File: config.mk
export PLATFORM = sky130hd
export DESIGN_NAME = dpe_ctrl
export DESIGN_NICKNAME = d
export VERILOG_FILES = /design/src/verilog/dpe_pkg.sv /design/src/verilog/dpe_nvm_cells.sv /design/src/verilog/dpe_ctrl.sv
export SDC_FILE = /design/constraint.sdc
export NUM_CORES = 2
export LEC_CHECK = 0
export BUFFER_PORTS_ARGS = -buffer_cell sky130_fd_sc_hd__buf_2
export CAP_MARGIN = 30
export CORE_UTILIZATION = 30
export DETAILED_ROUTE_END_ITERATION = 7
export GPL_TIMING_DRIVEN = 0
export PLACE_DENSITY = 0.49
export SETUP_SLACK_MARGIN = 0.05
export SYNTH_ARGS = -nofsm -noshare
export SYNTH_HDL_FRONTEND = slang
export SYNTH_SLANG_ARGS = --single-unit
File: constraint.sdc
create_clock -name clock -period 7.5 [get_ports clock]
set_input_delay 0.75 -clock clock [delete_from_list [all_inputs] [get_ports clock]]
set_output_delay 0.75 -clock clock [all_outputs]
set_load 0.02 [all_outputs]
File: src/verilog/dpe_pkg.sv
// Shared constants and types for the data-space paging and nonvolatile block
package dpe_pkg;
    // Data-space register addresses
    localparam logic [7:0] ADDR_WIN_PAGE = 8'hC9;
    localparam logic [7:0] ADDR_BANK_SEL = 8'hE8;
    localparam logic [7:0] ADDR_NVM_CTL = 8'hEA;
    // Data-space regions
    localparam logic [7:0] WIN_FIRST = 8'h40;
    localparam logic [7:0] WIN_LAST = 8'h7F;
    localparam logic [7:0] BANK_LAST = 8'h3F;
    // Bank-select encodings and bit positions
    localparam logic [7:0] BANK_NONE = 8'h00;
    localparam logic [7:0] BANK_NVM0 = 8'h01;
    localparam logic [7:0] BANK_NVM1 = 8'h02;
    localparam logic [7:0] BANK_RAM2 = 8'h10;
    localparam int SEL_NVM0 = 0;
    localparam int SEL_NVM1 = 1;
    localparam int SEL_RAM2 = 4;
    // Control register bit positions
    localparam int CTL_WE = 0;
    localparam int CTL_BUSY = 1;
    localparam int CTL_LOAD = 2;
    localparam int CTL_START = 3;
    localparam int CTL_OFF = 6;
    localparam logic [7:0] CTL_RESET = 8'h00;
    // Sizes
    localparam int NVM_BYTES = 128;
    localparam int RAM2_BYTES = 64;
    localparam int ROW_BYTES = 8;
    // Value returned by a meaningless nonvolatile read
    localparam logic [7:0] READ_EMPTY = 8'hFF;
    // Programming time; arbitrary default, not a documented figure
    localparam int CLK_PERIOD_NS = 25;
    localparam int PROG_TIME_NS = 5000;
    localparam int PROG_CYCLES_DEF =
        (PROG_TIME_NS + CLK_PERIOD_NS - 1) / CLK_PERIOD_NS;
    // Read source codes
    localparam logic [1:0] SRC_ROM = 2'h0;
    localparam logic [1:0] SRC_NVM = 2'h1;
    localparam logic [1:0] SRC_HOLD = 2'h2;

    typedef struct packed {
        logic rd;
        logic wr;
        logic [7:0] addr;
        logic [7:0] wdata;
    } dpe_req_t;

    typedef enum logic [2:0] {
        ST_IDLE = 3'h1,
        ST_BYTE = 3'h2,
        ST_ROW = 3'h4
    } dpe_state_t;
endpackage

File: src/verilog/dpe_nvm_cells.sv
// Nonvolatile cell array with byte and masked row commit
`timescale 1ns/1ps
module dpe_nvm_cells
    import dpe_pkg::*;
(
    input wire logic clock, // core clock
    input wire logic [6:0] rd_addr, // read address
    input wire logic byte_we, // commit one byte
    input wire logic [6:0] byte_addr, // byte commit address
    input wire logic [7:0] byte_data, // byte commit data
    input wire logic row_we, // commit latched row
    input wire logic [3:0] row_addr, // row number
    input wire logic [63:0] row_data, // row latch contents
    input wire logic [7:0] row_mask, // bytes loaded in row
    output logic [7:0] rdata_ff // registered read data
);
    // No reset: contents are nonvolatile
    logic [7:0] mem [NVM_BYTES];

    always_ff @(posedge clock) begin
        if (byte_we) begin
            mem[byte_addr] <= byte_data;
        end
        // Only loaded bytes are touched
        for (int i = 0; i < ROW_BYTES; i++) begin
            if (row_we && row_mask[i]) begin
                mem[{row_addr, 3'(i)}] <= row_data[i*8 +: 8];
            end
        end
    end

    always_ff @(posedge clock) begin
        rdata_ff <= mem[rd_addr];
    end
endmodule

File: src/verilog/dpe_ctrl.sv
// Data-space ROM window, bank paging and nonvolatile programming control
//
// How it works
// RULE_01 - Reads at 40h..7Fh return program ROM bytes through a window.
// RULE_02 - ROM address is window page bits above six low address bits.
// RULE_03 - Window page register at C9h, write-only, moves in 64-byte steps.
// RULE_04 - Reset leaves window page untouched; software writes it first.
// RULE_05 - Only window page bits 5..0 matter; bits 7..6 do nothing.
// RULE_06 - Software keeps RAM images of write-only registers in interrupts.
// RULE_07 - Bank select at E8h, write-only, maps a bank into 00h..3Fh.
// RULE_08 - Bank codes: 01h page 0, 02h page 1, 10h RAM page 2.
// RULE_09 - Software sets at most one bank-select bit.
// RULE_10 - Bank select survives reset, interrupts and calls unchanged.
// RULE_11 - Nonvolatile store is 128 bytes as two 64-byte pages.
// RULE_12 - Control at EAh; power-off makes nonvolatile accesses meaningless.
// RULE_13 - Nonvolatile writes without write enable are ignored.
// RULE_14 - Busy set while programming; accesses then aborted, cycle completes.
// RULE_15 - With power on and not busy, reads act as ordinary data reads; code returns FFh while row load is set.
// RULE_16 - Byte mode write programs that byte at its own address.
// RULE_17 - Row-load mode captures up to 8 same-row writes in latches.
// RULE_18 - Row start programs only latched bytes, then clears start and load.
// RULE_19 - Clearing row load before start ends row mode with no programming.
// RULE_20 - Software writes zero to control bits 5 and 4.
// RULE_21 - Control writes are ignored while busy; only busy reads back.
// RULE_22 - Reset clears the whole control register.
// RULE_23 - Row start accepted only if write enable and row load already set.
// RULE_24 - Setting row load clears latches; first write fixes the row.
// RULE_25 - Programming holds busy for a parameter number of cycles.
`timescale 1ns/1ps
module dpe_ctrl
    import dpe_pkg::*;
#(
    parameter int unsigned PROG_CYCLES = PROG_CYCLES_DEF
) (
    input wire logic clock, // core clock, 40 MHz
    input wire logic rst, // synchronous reset, active high
    input wire dpe_req_t ds_req, // data-space request
    output logic [7:0] ds_rdata_ff, // read data
    output logic ds_rvalid_ff, // read data valid pulse
    output logic [11:0] rom_addr_ff, // program ROM address
    output logic rom_rd_ff, // program ROM read strobe
    input wire logic [7:0] rom_data, // ROM data, same cycle as strobe
    output logic nvm_busy_ff // programming in progress
);
    logic [7:0] win_page_ff;
    logic [7:0] bank_sel_ff;
    logic off_ff;
    logic we_ff;
    logic load_ff;
    logic start_ff;
    dpe_state_t state_ff;
    logic [15:0] cnt_ff;
    logic [6:0] pend_addr_ff;
    logic [7:0] pend_data_ff;
    logic [3:0] row_addr_ff;
    logic row_valid_ff;
    logic [7:0] row_mask_ff;
    logic [63:0] row_data_ff;
    logic [7:0] ram2_mem [RAM2_BYTES];
    logic rd_pend_ff;
    logic [1:0] rd_src_ff;
    logic nvm_ok_ff;
    logic [7:0] hold_ff;
    logic [7:0] nvm_rdata;
    logic [15:0] busy_len_ff;

    ////////////////////////////////////////////////////////////////////////
    // Decode
    logic in_win;
    logic in_bank;
    logic wr_page;
    logic wr_bank;
    logic wr_ctl;
    logic ram_sel;
    logic nvm_sel;
    logic idle;
    logic [6:0] nvm_addr;
    logic nvm_wr;
    logic row_lat_wr;
    logic start_ok;
    logic prog_done;
    logic [7:0] ctl_status;

    assign in_win = ds_req.addr >= WIN_FIRST && ds_req.addr <= WIN_LAST;
    assign in_bank = ds_req.addr <= BANK_LAST;
    assign wr_page = ds_req.wr && ds_req.addr == ADDR_WIN_PAGE;
    assign wr_bank = ds_req.wr && ds_req.addr == ADDR_BANK_SEL;
    assign wr_ctl = ds_req.wr && ds_req.addr == ADDR_NVM_CTL;
    // RULE_08 bank decode
    assign ram_sel = bank_sel_ff[SEL_RAM2];
    assign nvm_sel = bank_sel_ff[SEL_NVM0] | bank_sel_ff[SEL_NVM1];
    // RULE_11 page plus offset
    assign nvm_addr = {bank_sel_ff[SEL_NVM1], ds_req.addr[5:0]};
    assign idle = state_ff == ST_IDLE;
    // RULE_13 write needs enable, power and idle array
    assign nvm_wr = ds_req.wr && in_bank && !ram_sel && nvm_sel &&
        !off_ff && idle && we_ff;
    // RULE_24 only the latched row is writable
    assign row_lat_wr = nvm_wr && load_ff &&
        (!row_valid_ff || nvm_addr[6:3] == row_addr_ff);
    // RULE_23 start needs enable and load already set
    assign start_ok = wr_ctl && idle && ds_req.wdata[CTL_START] &&
        ds_req.wdata[CTL_LOAD] && we_ff && load_ff;
    assign prog_done = !idle && cnt_ff == 16'h0000;
    always_comb begin
        ctl_status = 8'h00;
        ctl_status[CTL_BUSY] = nvm_busy_ff;
    end

    ////////////////////////////////////////////////////////////////////////
    // Write-only paging registers, deliberately never reset
    // RULE_03 window page store
    // RULE_04 no reset term
    always_ff @(posedge clock) begin
        if (wr_page) begin
            win_page_ff <= ds_req.wdata;
        end
    end

    // RULE_07 bank select store
    // RULE_10 no reset term
    always_ff @(posedge clock) begin
        if (wr_bank) begin
            bank_sel_ff <= ds_req.wdata;
        end
    end

    always_ff @(posedge clock) begin
        if (ds_req.wr && in_bank && ram_sel) begin
            ram2_mem[ds_req.addr[5:0]] <= ds_req.wdata;
        end
    end

    ////////////////////////////////////////////////////////////////////////
    // Control register and row latch bookkeeping
    // RULE_22 control cleared at reset
    always_ff @(posedge clock) begin
        if (rst) begin
            off_ff <= CTL_RESET[CTL_OFF];
            we_ff <= CTL_RESET[CTL_WE];
            load_ff <= CTL_RESET[CTL_LOAD];
            start_ff <= CTL_RESET[CTL_START];
            row_valid_ff <= 1'b0;
            row_mask_ff <= 8'h00;
            row_addr_ff <= 4'h0;
        end else if (prog_done && state_ff == ST_ROW) begin
            // RULE_18 end of row clears start and load
            load_ff <= 1'b0;
            start_ff <= 1'b0;
            row_valid_ff <= 1'b0;
            row_mask_ff <= 8'h00;
        end else if (wr_ctl && idle) begin
            // RULE_21 only reached while idle
            off_ff <= ds_req.wdata[CTL_OFF];
            we_ff <= ds_req.wdata[CTL_WE];
            load_ff <= ds_req.wdata[CTL_LOAD];
            // RULE_19 dropping load discards latches
            // RULE_24 raising load clears latches
            if (!ds_req.wdata[CTL_LOAD] || !load_ff) begin
                row_valid_ff <= 1'b0;
                row_mask_ff <= 8'h00;
            end
            if (start_ok) begin
                start_ff <= 1'b1;
            end
        end else if (row_lat_wr) begin
            // RULE_17 capture into volatile latch
            row_valid_ff <= 1'b1;
            row_addr_ff <= nvm_addr[6:3];
            row_mask_ff[ds_req.addr[2:0]] <= 1'b1;
        end
    end

    // RULE_17 per-byte latch data
    for (genvar i = 0; i < ROW_BYTES; i++) begin : g_row
        always_ff @(posedge clock) begin
            if (row_lat_wr && ds_req.addr[2:0] == 3'(i)) begin
                row_data_ff[i*8 +: 8] <= ds_req.wdata;
            end
        end
    end

    ////////////////////////////////////////////////////////////////////////
    // Programming sequencer
    // RULE_25 busy spans PROG_CYCLES cycles
    always_ff @(posedge clock) begin
        if (rst) begin
            state_ff <= ST_IDLE;
            cnt_ff <= 16'h0000;
            nvm_busy_ff <= 1'b0;
            pend_addr_ff <= 7'h00;
            pend_data_ff <= 8'h00;
        end else if (idle) begin
            if (start_ok) begin
                // RULE_18 row program begins
                state_ff <= ST_ROW;
                cnt_ff <= 16'(PROG_CYCLES - 1);
                nvm_busy_ff <= 1'b1;
            end else if (nvm_wr && !load_ff) begin
                // RULE_16 byte program at its own address
                state_ff <= ST_BYTE;
                cnt_ff <= 16'(PROG_CYCLES - 1);
                nvm_busy_ff <= 1'b1;
                pend_addr_ff <= nvm_addr;
                pend_data_ff <= ds_req.wdata;
            end
        end else if (prog_done) begin
            state_ff <= ST_IDLE;
            nvm_busy_ff <= 1'b0;
        end else begin
            cnt_ff <= cnt_ff - 16'h0001;
        end
    end

    dpe_nvm_cells u_cells (
        .clock(clock),
        .rd_addr(nvm_addr),
        .byte_we(prog_done && state_ff == ST_BYTE),
        .byte_addr(pend_addr_ff),
        .byte_data(pend_data_ff),
        .row_we(prog_done && state_ff == ST_ROW),
        .row_addr(row_addr_ff),
        .row_data(row_data_ff),
        .row_mask(row_mask_ff),
        .rdata_ff(nvm_rdata)
    );

    ////////////////////////////////////////////////////////////////////////
    // Read path: two cycles for every source, so nonvolatile reads
    // match the timing of the others
    always_ff @(posedge clock) begin
        if (rst) begin
            rd_pend_ff <= 1'b0;
            rd_src_ff <= SRC_HOLD;
            nvm_ok_ff <= 1'b0;
            hold_ff <= 8'h00;
            rom_rd_ff <= 1'b0;
            rom_addr_ff <= 12'h000;
        end else begin
            // RULE_01 window read goes to ROM
            rom_rd_ff <= ds_req.rd && in_win;
            if (ds_req.rd && in_win) begin
                // RULE_02 page above low six bits
                // RULE_05 page bits 7..6 dropped
                rom_addr_ff <= {win_page_ff[5:0], ds_req.addr[5:0]};
            end
            rd_pend_ff <= ds_req.rd && (in_win ||
                (in_bank && (ram_sel || nvm_sel)) ||
                ds_req.addr == ADDR_NVM_CTL);
            // RULE_12 power-off reads are meaningless
            // RULE_14 busy reads aborted
            nvm_ok_ff <= !off_ff && idle && !load_ff;
            if (in_win) begin
                rd_src_ff <= SRC_ROM;
            end else if (in_bank && !ram_sel) begin
                rd_src_ff <= SRC_NVM;
            end else begin
                rd_src_ff <= SRC_HOLD;
            end
            // RULE_21 control reads show busy only
            hold_ff <= in_bank ? ram2_mem[ds_req.addr[5:0]] : ctl_status;
        end
    end

    // RULE_15 same latency as other reads
    always_ff @(posedge clock) begin
        if (rst) begin
            ds_rvalid_ff <= 1'b0;
            ds_rdata_ff <= 8'h00;
        end else begin
            ds_rvalid_ff <= rd_pend_ff;
            case (rd_src_ff)
                SRC_ROM: ds_rdata_ff <= rom_data;
                SRC_NVM: ds_rdata_ff <= nvm_ok_ff ? nvm_rdata : READ_EMPTY;
                default: ds_rdata_ff <= hold_ff;
            endcase
        end
    end

    ////////////////////////////////////////////////////////////////////////
    // Checks
    always_ff @(posedge clock) begin
        if (rst || !nvm_busy_ff) begin
            busy_len_ff <= 16'h0000;
        end else begin
            busy_len_ff <= busy_len_ff + 16'h0001;
        end
    end
endmodule

### Word level (Yosys, flattened, before mapping)

Memories as Yosys holds them, arrays and structs flattened. A register that Yosys moved wholly into a read port is not among the register bits.
Cells that the tools add are included.

* bits of input ports: 28
* memories: 2
* memory bits (writable): 1536
* register bits: 160
* output and inout bits: 23

Memory list
* u_cells.mem: words 128, bits a word 8, read ports 1, clocked after Yosys merged registers in 1, wr ports 8, RTL line dpe_nvm_cells.sv:18 `logic [7:0] mem [NVM_BYTES];`
* ram2_mem: words 64, bits a word 8, read ports 1, clocked after Yosys merged registers in 0, wr ports 1, RTL line dpe_ctrl.sv:59 `logic [7:0] ram2_mem [RAM2_BYTES];`

* muxes and demuxes: 48
* bitwise operators: 6
* $lt $le $gt $ge: 5
* reduce and logical (&&, ||, !) cells: 71
* eq/ne operators: 18
* $add $sub $neg: 1

Operators by type and width (count)
* 2-to-1 mux 16 bit: 4
* logical AND 1 bit: 45
* 2-to-1 mux 8 bit: 5
* 2-to-1 mux 1 bit: 29
* equality test 8 bit (second input constant): 3
* logical NOT 16 bit: 1
* case mux 8 bit (2 select lines): 1
* subtractor 16 x 1 -> 16 bit (second input constant): 1
* equality test 3 bit (second input constant): 5
* 2-to-1 mux 3 bit: 4
* equality test 3 x 2 -> 1 bit (second input constant): 3
* greater-or-equal comparator 8 x 7 -> 1 bit (second input constant): 1
* <= comparator 8 x 6 -> 1 bit (second input constant): 1
* <= comparator 8 x 7 -> 1 bit (second input constant): 1
* OR 8 bit: 1
* AND reduction 2 bit: 4
* OR reduction 8 bit: 1
* 2-to-1 mux 7 bit: 1
* equality test 3 x 1 -> 1 bit (second input constant): 2
* logical NOT 1 bit: 6
* 2-to-1 mux 2 bit: 3
* AND reduction 3 bit: 2
* OR reduction 2 bit: 3
* logical OR 1 bit: 5
* 13 further kinds: 17

### Depth between registers and ports, before layout

* word-level depth: 11
* gate-level depth with buffers: 11
* depth with buffers taken out: 8

### By module

A second synthesis with hierarchy kept.

* cell total of the unflattened synthesis: 4419
* area total of the unflattened synthesis: 78417.7 µm²

Modules (own cells, without submodules)
* dpe_nvm_cells: area an instance 52979.6 µm², sequential area each 30909.6 µm², cells each 3039, instances 1
* dpe_ctrl: area an instance 25438.1 µm², sequential area each 19268.5 µm², cells each 1380, instances 1

### Least setup slack after synthesis

No wires, ideal clock.

* path type: register to register
* start: register cnt_ff[0]
* end: memory u_cells.mem[52][0] (enable)
* slack: 4437 ps
* library setup time: 384 ps
* cell stages (with the launch flop): 11
* arrival: 2679 ps
* required time: 7116 ps
* path buffers: 2
* path through: dfxtp_1 -> inv_1 -> ha_1 -> nor3b_2 -> nand4_2 -> nand2b_1 -> buf_6 -> nor4b_4 -> nand2_2 -> buf_6 -> o21ai_0

RTL lines
* start: declaration: RTL line dpe_ctrl.sv:52 `logic [15:0] cnt_ff;`
* start signal: assignment: RTL line dpe_ctrl.sv:197 `cnt_ff <= 16'(PROG_CYCLES - 1);`
* start signal: assignment: RTL line dpe_ctrl.sv:202 `cnt_ff <= 16'(PROG_CYCLES - 1);`
* start signal: assignment: RTL line dpe_ctrl.sv:211 `cnt_ff <= cnt_ff - 16'h0001;`
* end: declaration: RTL line dpe_nvm_cells.sv:18

==> metrics.cfg <==
[final_layout]
syn_to_final_growth_pct = 17.6
postLayoutCoreUtil_pct = 35.5
final_nets = 5361
drive_above_1_share_pct = 39.2

[setup_path]
critPathLaunch = ds_req[10]
cp.depth = 10
critPathCapture = u_cells.rdata_ff[7]$_DFF_P_
r2r_end = u_cells.mem[34][3]$_DFFE_PP_
crit_buf_inv = 5
worst_setup_path_start_kind = input port
crit_type = input port to flop
cp-end-kind = flop
crit_path_max_incr_delay_ns = 1.31
rrSetupSlack_ns = 2.87
reg2regPathDepth = 12
cpMostUsedCell = buf_2
crit_slowest_cell = nor4b_1
crit_chain = buf_2 > clkbuf_1 > buf_2 > buf_2 > buf_2 > nor2_1 > a21oi_1 > o21ai_0 > nor4b_1 > a41oi_1
crit_family = buffers and inverters
worst_ep_required_time_ns = 8.11
crit_fanout = 10
r2r_start = cnt_ff[0]$_SDFFE_PP0P_
cp.arrival_ns = 6.65

[logic_synthesis]
synth-main-ff-cell = edfxtp_1
synth-seq-cells = 1702
syn_inst = 4867
synthesis.nets = 4896
avgSynthCellArea_um2 = 16.3
synth-edff-count = 1609
synth-seq-area-share_pct = 63.4
ys_types = 88
synth_warnings = 0
async_reset_ff_share_pct = 0
syn-cell-area_um2 = 79200

[cts]
clk_pin_slew_ns = 0.06
cts_buffers = 184
post_cts_buffers = 0
hold_buffers = 0
clock-root-buffer = clkbuf_16
cts_tree = done
cts_resized = 0
insertion_delay_ns = 0.92
clockBufferDepth = 3
cts_sinks = 1702
htree_levels = 4

[detailed_routing]
vias = 56938
firstDrtPassIters = 8
viasPerCell = 6.28
routed_wirelength_mm = 423
drtAntennaViolNets = 0
route.detailed.drc = 7
wl_per_cell_um = 46.6
drtIter0Drc = 11079

[timing]
drv_slew = 0
min_period_ns = 6.04
setup_viol_count_final = 0
holdWs_ns = 0.123
hold_viol = 0
fmax_mhz = 166
period_share_pct = 80.5
rsz0062_at_grt = false
finClkSkew_ns = 0.0690
tightestPinTransition_ns = 1.48
tns_ns = 0
relSlewSlack_pct = 0.187

[global_routing]
grt-ovfl-total = 0
grt_pass1_vias = 51765
grt_max_degree = 78
grt_use_total_pct = 31.2
antenna_found_initial = 82
grt_pass1_wl_mm = 538

[floorplanning]
row_count = 188
pin_count = 51
die_area_um2 = 266000
die-width_um = 516
die_h_um = 516
core_area_um2 = 263000
initial_core_util_pct = 30.2

[worst_hold_path]
hold_class = input port to flop

[placement]
portBuffers = 46
dp_hpwl_mm = 295
place.gp.congestion = 1.05

[pwr]
total_power_mw = 21.0
ir_drop_uv = 190
switchingPower_mw = 5.14
p_sw_share_pct = 24.5
clkPwrFrac_pct = 45.4
combPwrFrac_pct = 5.5
power.internal_mw = 15.8
power.leakage_nw = 34.4
power.density_nw_per_um2 = 225
p_seq_share_pct = 49.1

[status]
status = complete, but fails checks
violations = design-rule violations, max-capacitance violations

[flow_run]
maxCapViolations = 1

## cell usage after synthesis (65+ instances only)
cell	instances	area share, %
edfxtp_1	1609	61
dfxtp_1	93	2.4
nand2_1	170	0.81
o21ai_0	151	0.95
clkbuf_1	269	1.3
mux2i_1	244	3.1
mux2_2	992	14
nand2_2	75	0.59
nand3_1	65	0.41
a22oi_1	77	0.73
buf_2	99	0.63
a21oi_1	97	0.61
nor2_1	157	0.74
mux4_2	262	7.5
## through the flow
stage | worst slack [ns] | cells | instance area [um2]
floorplan | 4.44 | 4867 | 79200
detailed placement | 1.17 | 8644 | 86700
global route | 2.03 | 9021 | 93100
CTS | 2.12 | 8987 | 92800
global placement | 0.184 | 8428 | 83800
finish | 1.46 | 9060 | 93200
## flip-flops by register name, indices dropped and copies added (netlist names), 3 cells and up
signal            flops
bank_sel_ff           3
cnt_ff               16
ds_rdata_ff           8
hold_ff               8
pend_addr_ff          7
pend_data_ff          8
ram2_mem            512
rom_addr_ff          12
row_addr_ff           4
row_data_ff          64
row_mask_ff           8
state_ff              3
u_cells.mem        1024
u_cells.rdata_ff      8
win_page_ff           6
## worst register-to-register path, cell delays in order, from the launching register on
cell and delay [ns]:
dfxtp_1 0.33, inv_1 0.10, ha_1 0.19, nor3b_2 0.35, nand4_2 0.25, nand2b_1 0.23
buf_6 0.16, nor4_4 0.23, nand2_1 0.65, clkbuf_1 0.44, buf_8 0.24, o21ai_0 0.84
buf_4 0.29
## power by group through the flow
stage | registers, mW | clock network, mW | logic [mW]
finish | 10.3 | 9.51 | 1.16
global route | 10.3 | 9.81 | 1.11
CTS | 10.3 | 9.48 | 1.08
detailed placement | 10.5 | 0 | 1.07
global placement | 10.5 | 0 | 1.01
floorplan | 10.5 | 0 | 0.381
## routing by layer
| metal | share of wire [%] | GRT usage [%] | routed length, um |
|---|---|---|---|
| met3 | 14 | 12.4 | 59200 |
| met1 | 37 | 39.0 | 154000 |
| met5 | 0.051 | 0.438 | 214 |
| met4 | 8.6 | 23.0 | 36500 |
| met2 | 41 | 43.2 | 172000 |
## cell families (layout without fill, tap and decap cells)
family / count (synthesis) / after routing / share of synthesized area (%)
DFF: 1702 / 1702 / 63.4
muxes: 1556 / 1556 / 25.5
and+or+nand+nor: 634 / 634 / 4.32
AOI/OAI and AO/OA: 544 / 544 / 4.43
buffers and inverters: 426 / 1048 / 2.38
xor gates and xnor gates: 4 / 4 / 0.0442
adders and majority gates: 1 / 1 / 0.0158
other: 0 / 56 / 0
## layout make-up
type / count / area [um2]
Inverter: 15 / 56.3
Fill cell: 25109 / 169000
Clock buffer: 226 / 4800
Buffer: 411 / 1940
Multi-Input combinational cell: 2739 / 27200
Clock inverter: 117 / 1330
Timing Repair Buffer: 279 / 3150
Tap cell: 3515 / 4400
Sequential cell: 1702 / 50200
Antenna cell: 56 / 140
## worst min-delay path by stage
stage                     cells past startpoint                   startpoint                          end
after floorplan                               1        rd_pend_ff$_SDFF_PP0_      ds_rvalid_ff$_SDFF_PP0_
after global placement                        1  row_mask_ff[4]$_SDFFE_PP0P_  row_mask_ff[4]$_SDFFE_PP0P_
after detailed placement                      2  rom_addr_ff[3]$_SDFFE_PP0P_  rom_addr_ff[3]$_SDFFE_PP0P_
after CTS                                     2                   ds_req[17]        rd_pend_ff$_SDFF_PP0_
after global routing                          2                   ds_req[17]        rd_pend_ff$_SDFF_PP0_
final                                         2                   ds_req[17]        rd_pend_ff$_SDFF_PP0_
## cell usage in the layout, fill, tap and decap left out, types with 93 or more instances in the layout
| cell type | Yosys | final |
|---|---|---|
| a21oi_1 | 97 | 97 |
| buf_2 | 99 | 190 |
| mux2i_1 | 244 | 244 |
| mux2_2 | 992 | 992 |
| nand2_1 | 170 | 170 |
| edfxtp_1 | 1609 | 1609 |
| nor2_1 | 157 | 156 |
| o21ai_0 | 151 | 96 |
| mux4_2 | 262 | 262 |
| clkbuf_1 | 269 | 232 |
| dfxtp_1 | 93 | 93 |
| clkbuf_16 | 0 | 185 |
Power figures use the tool's default switching activity.
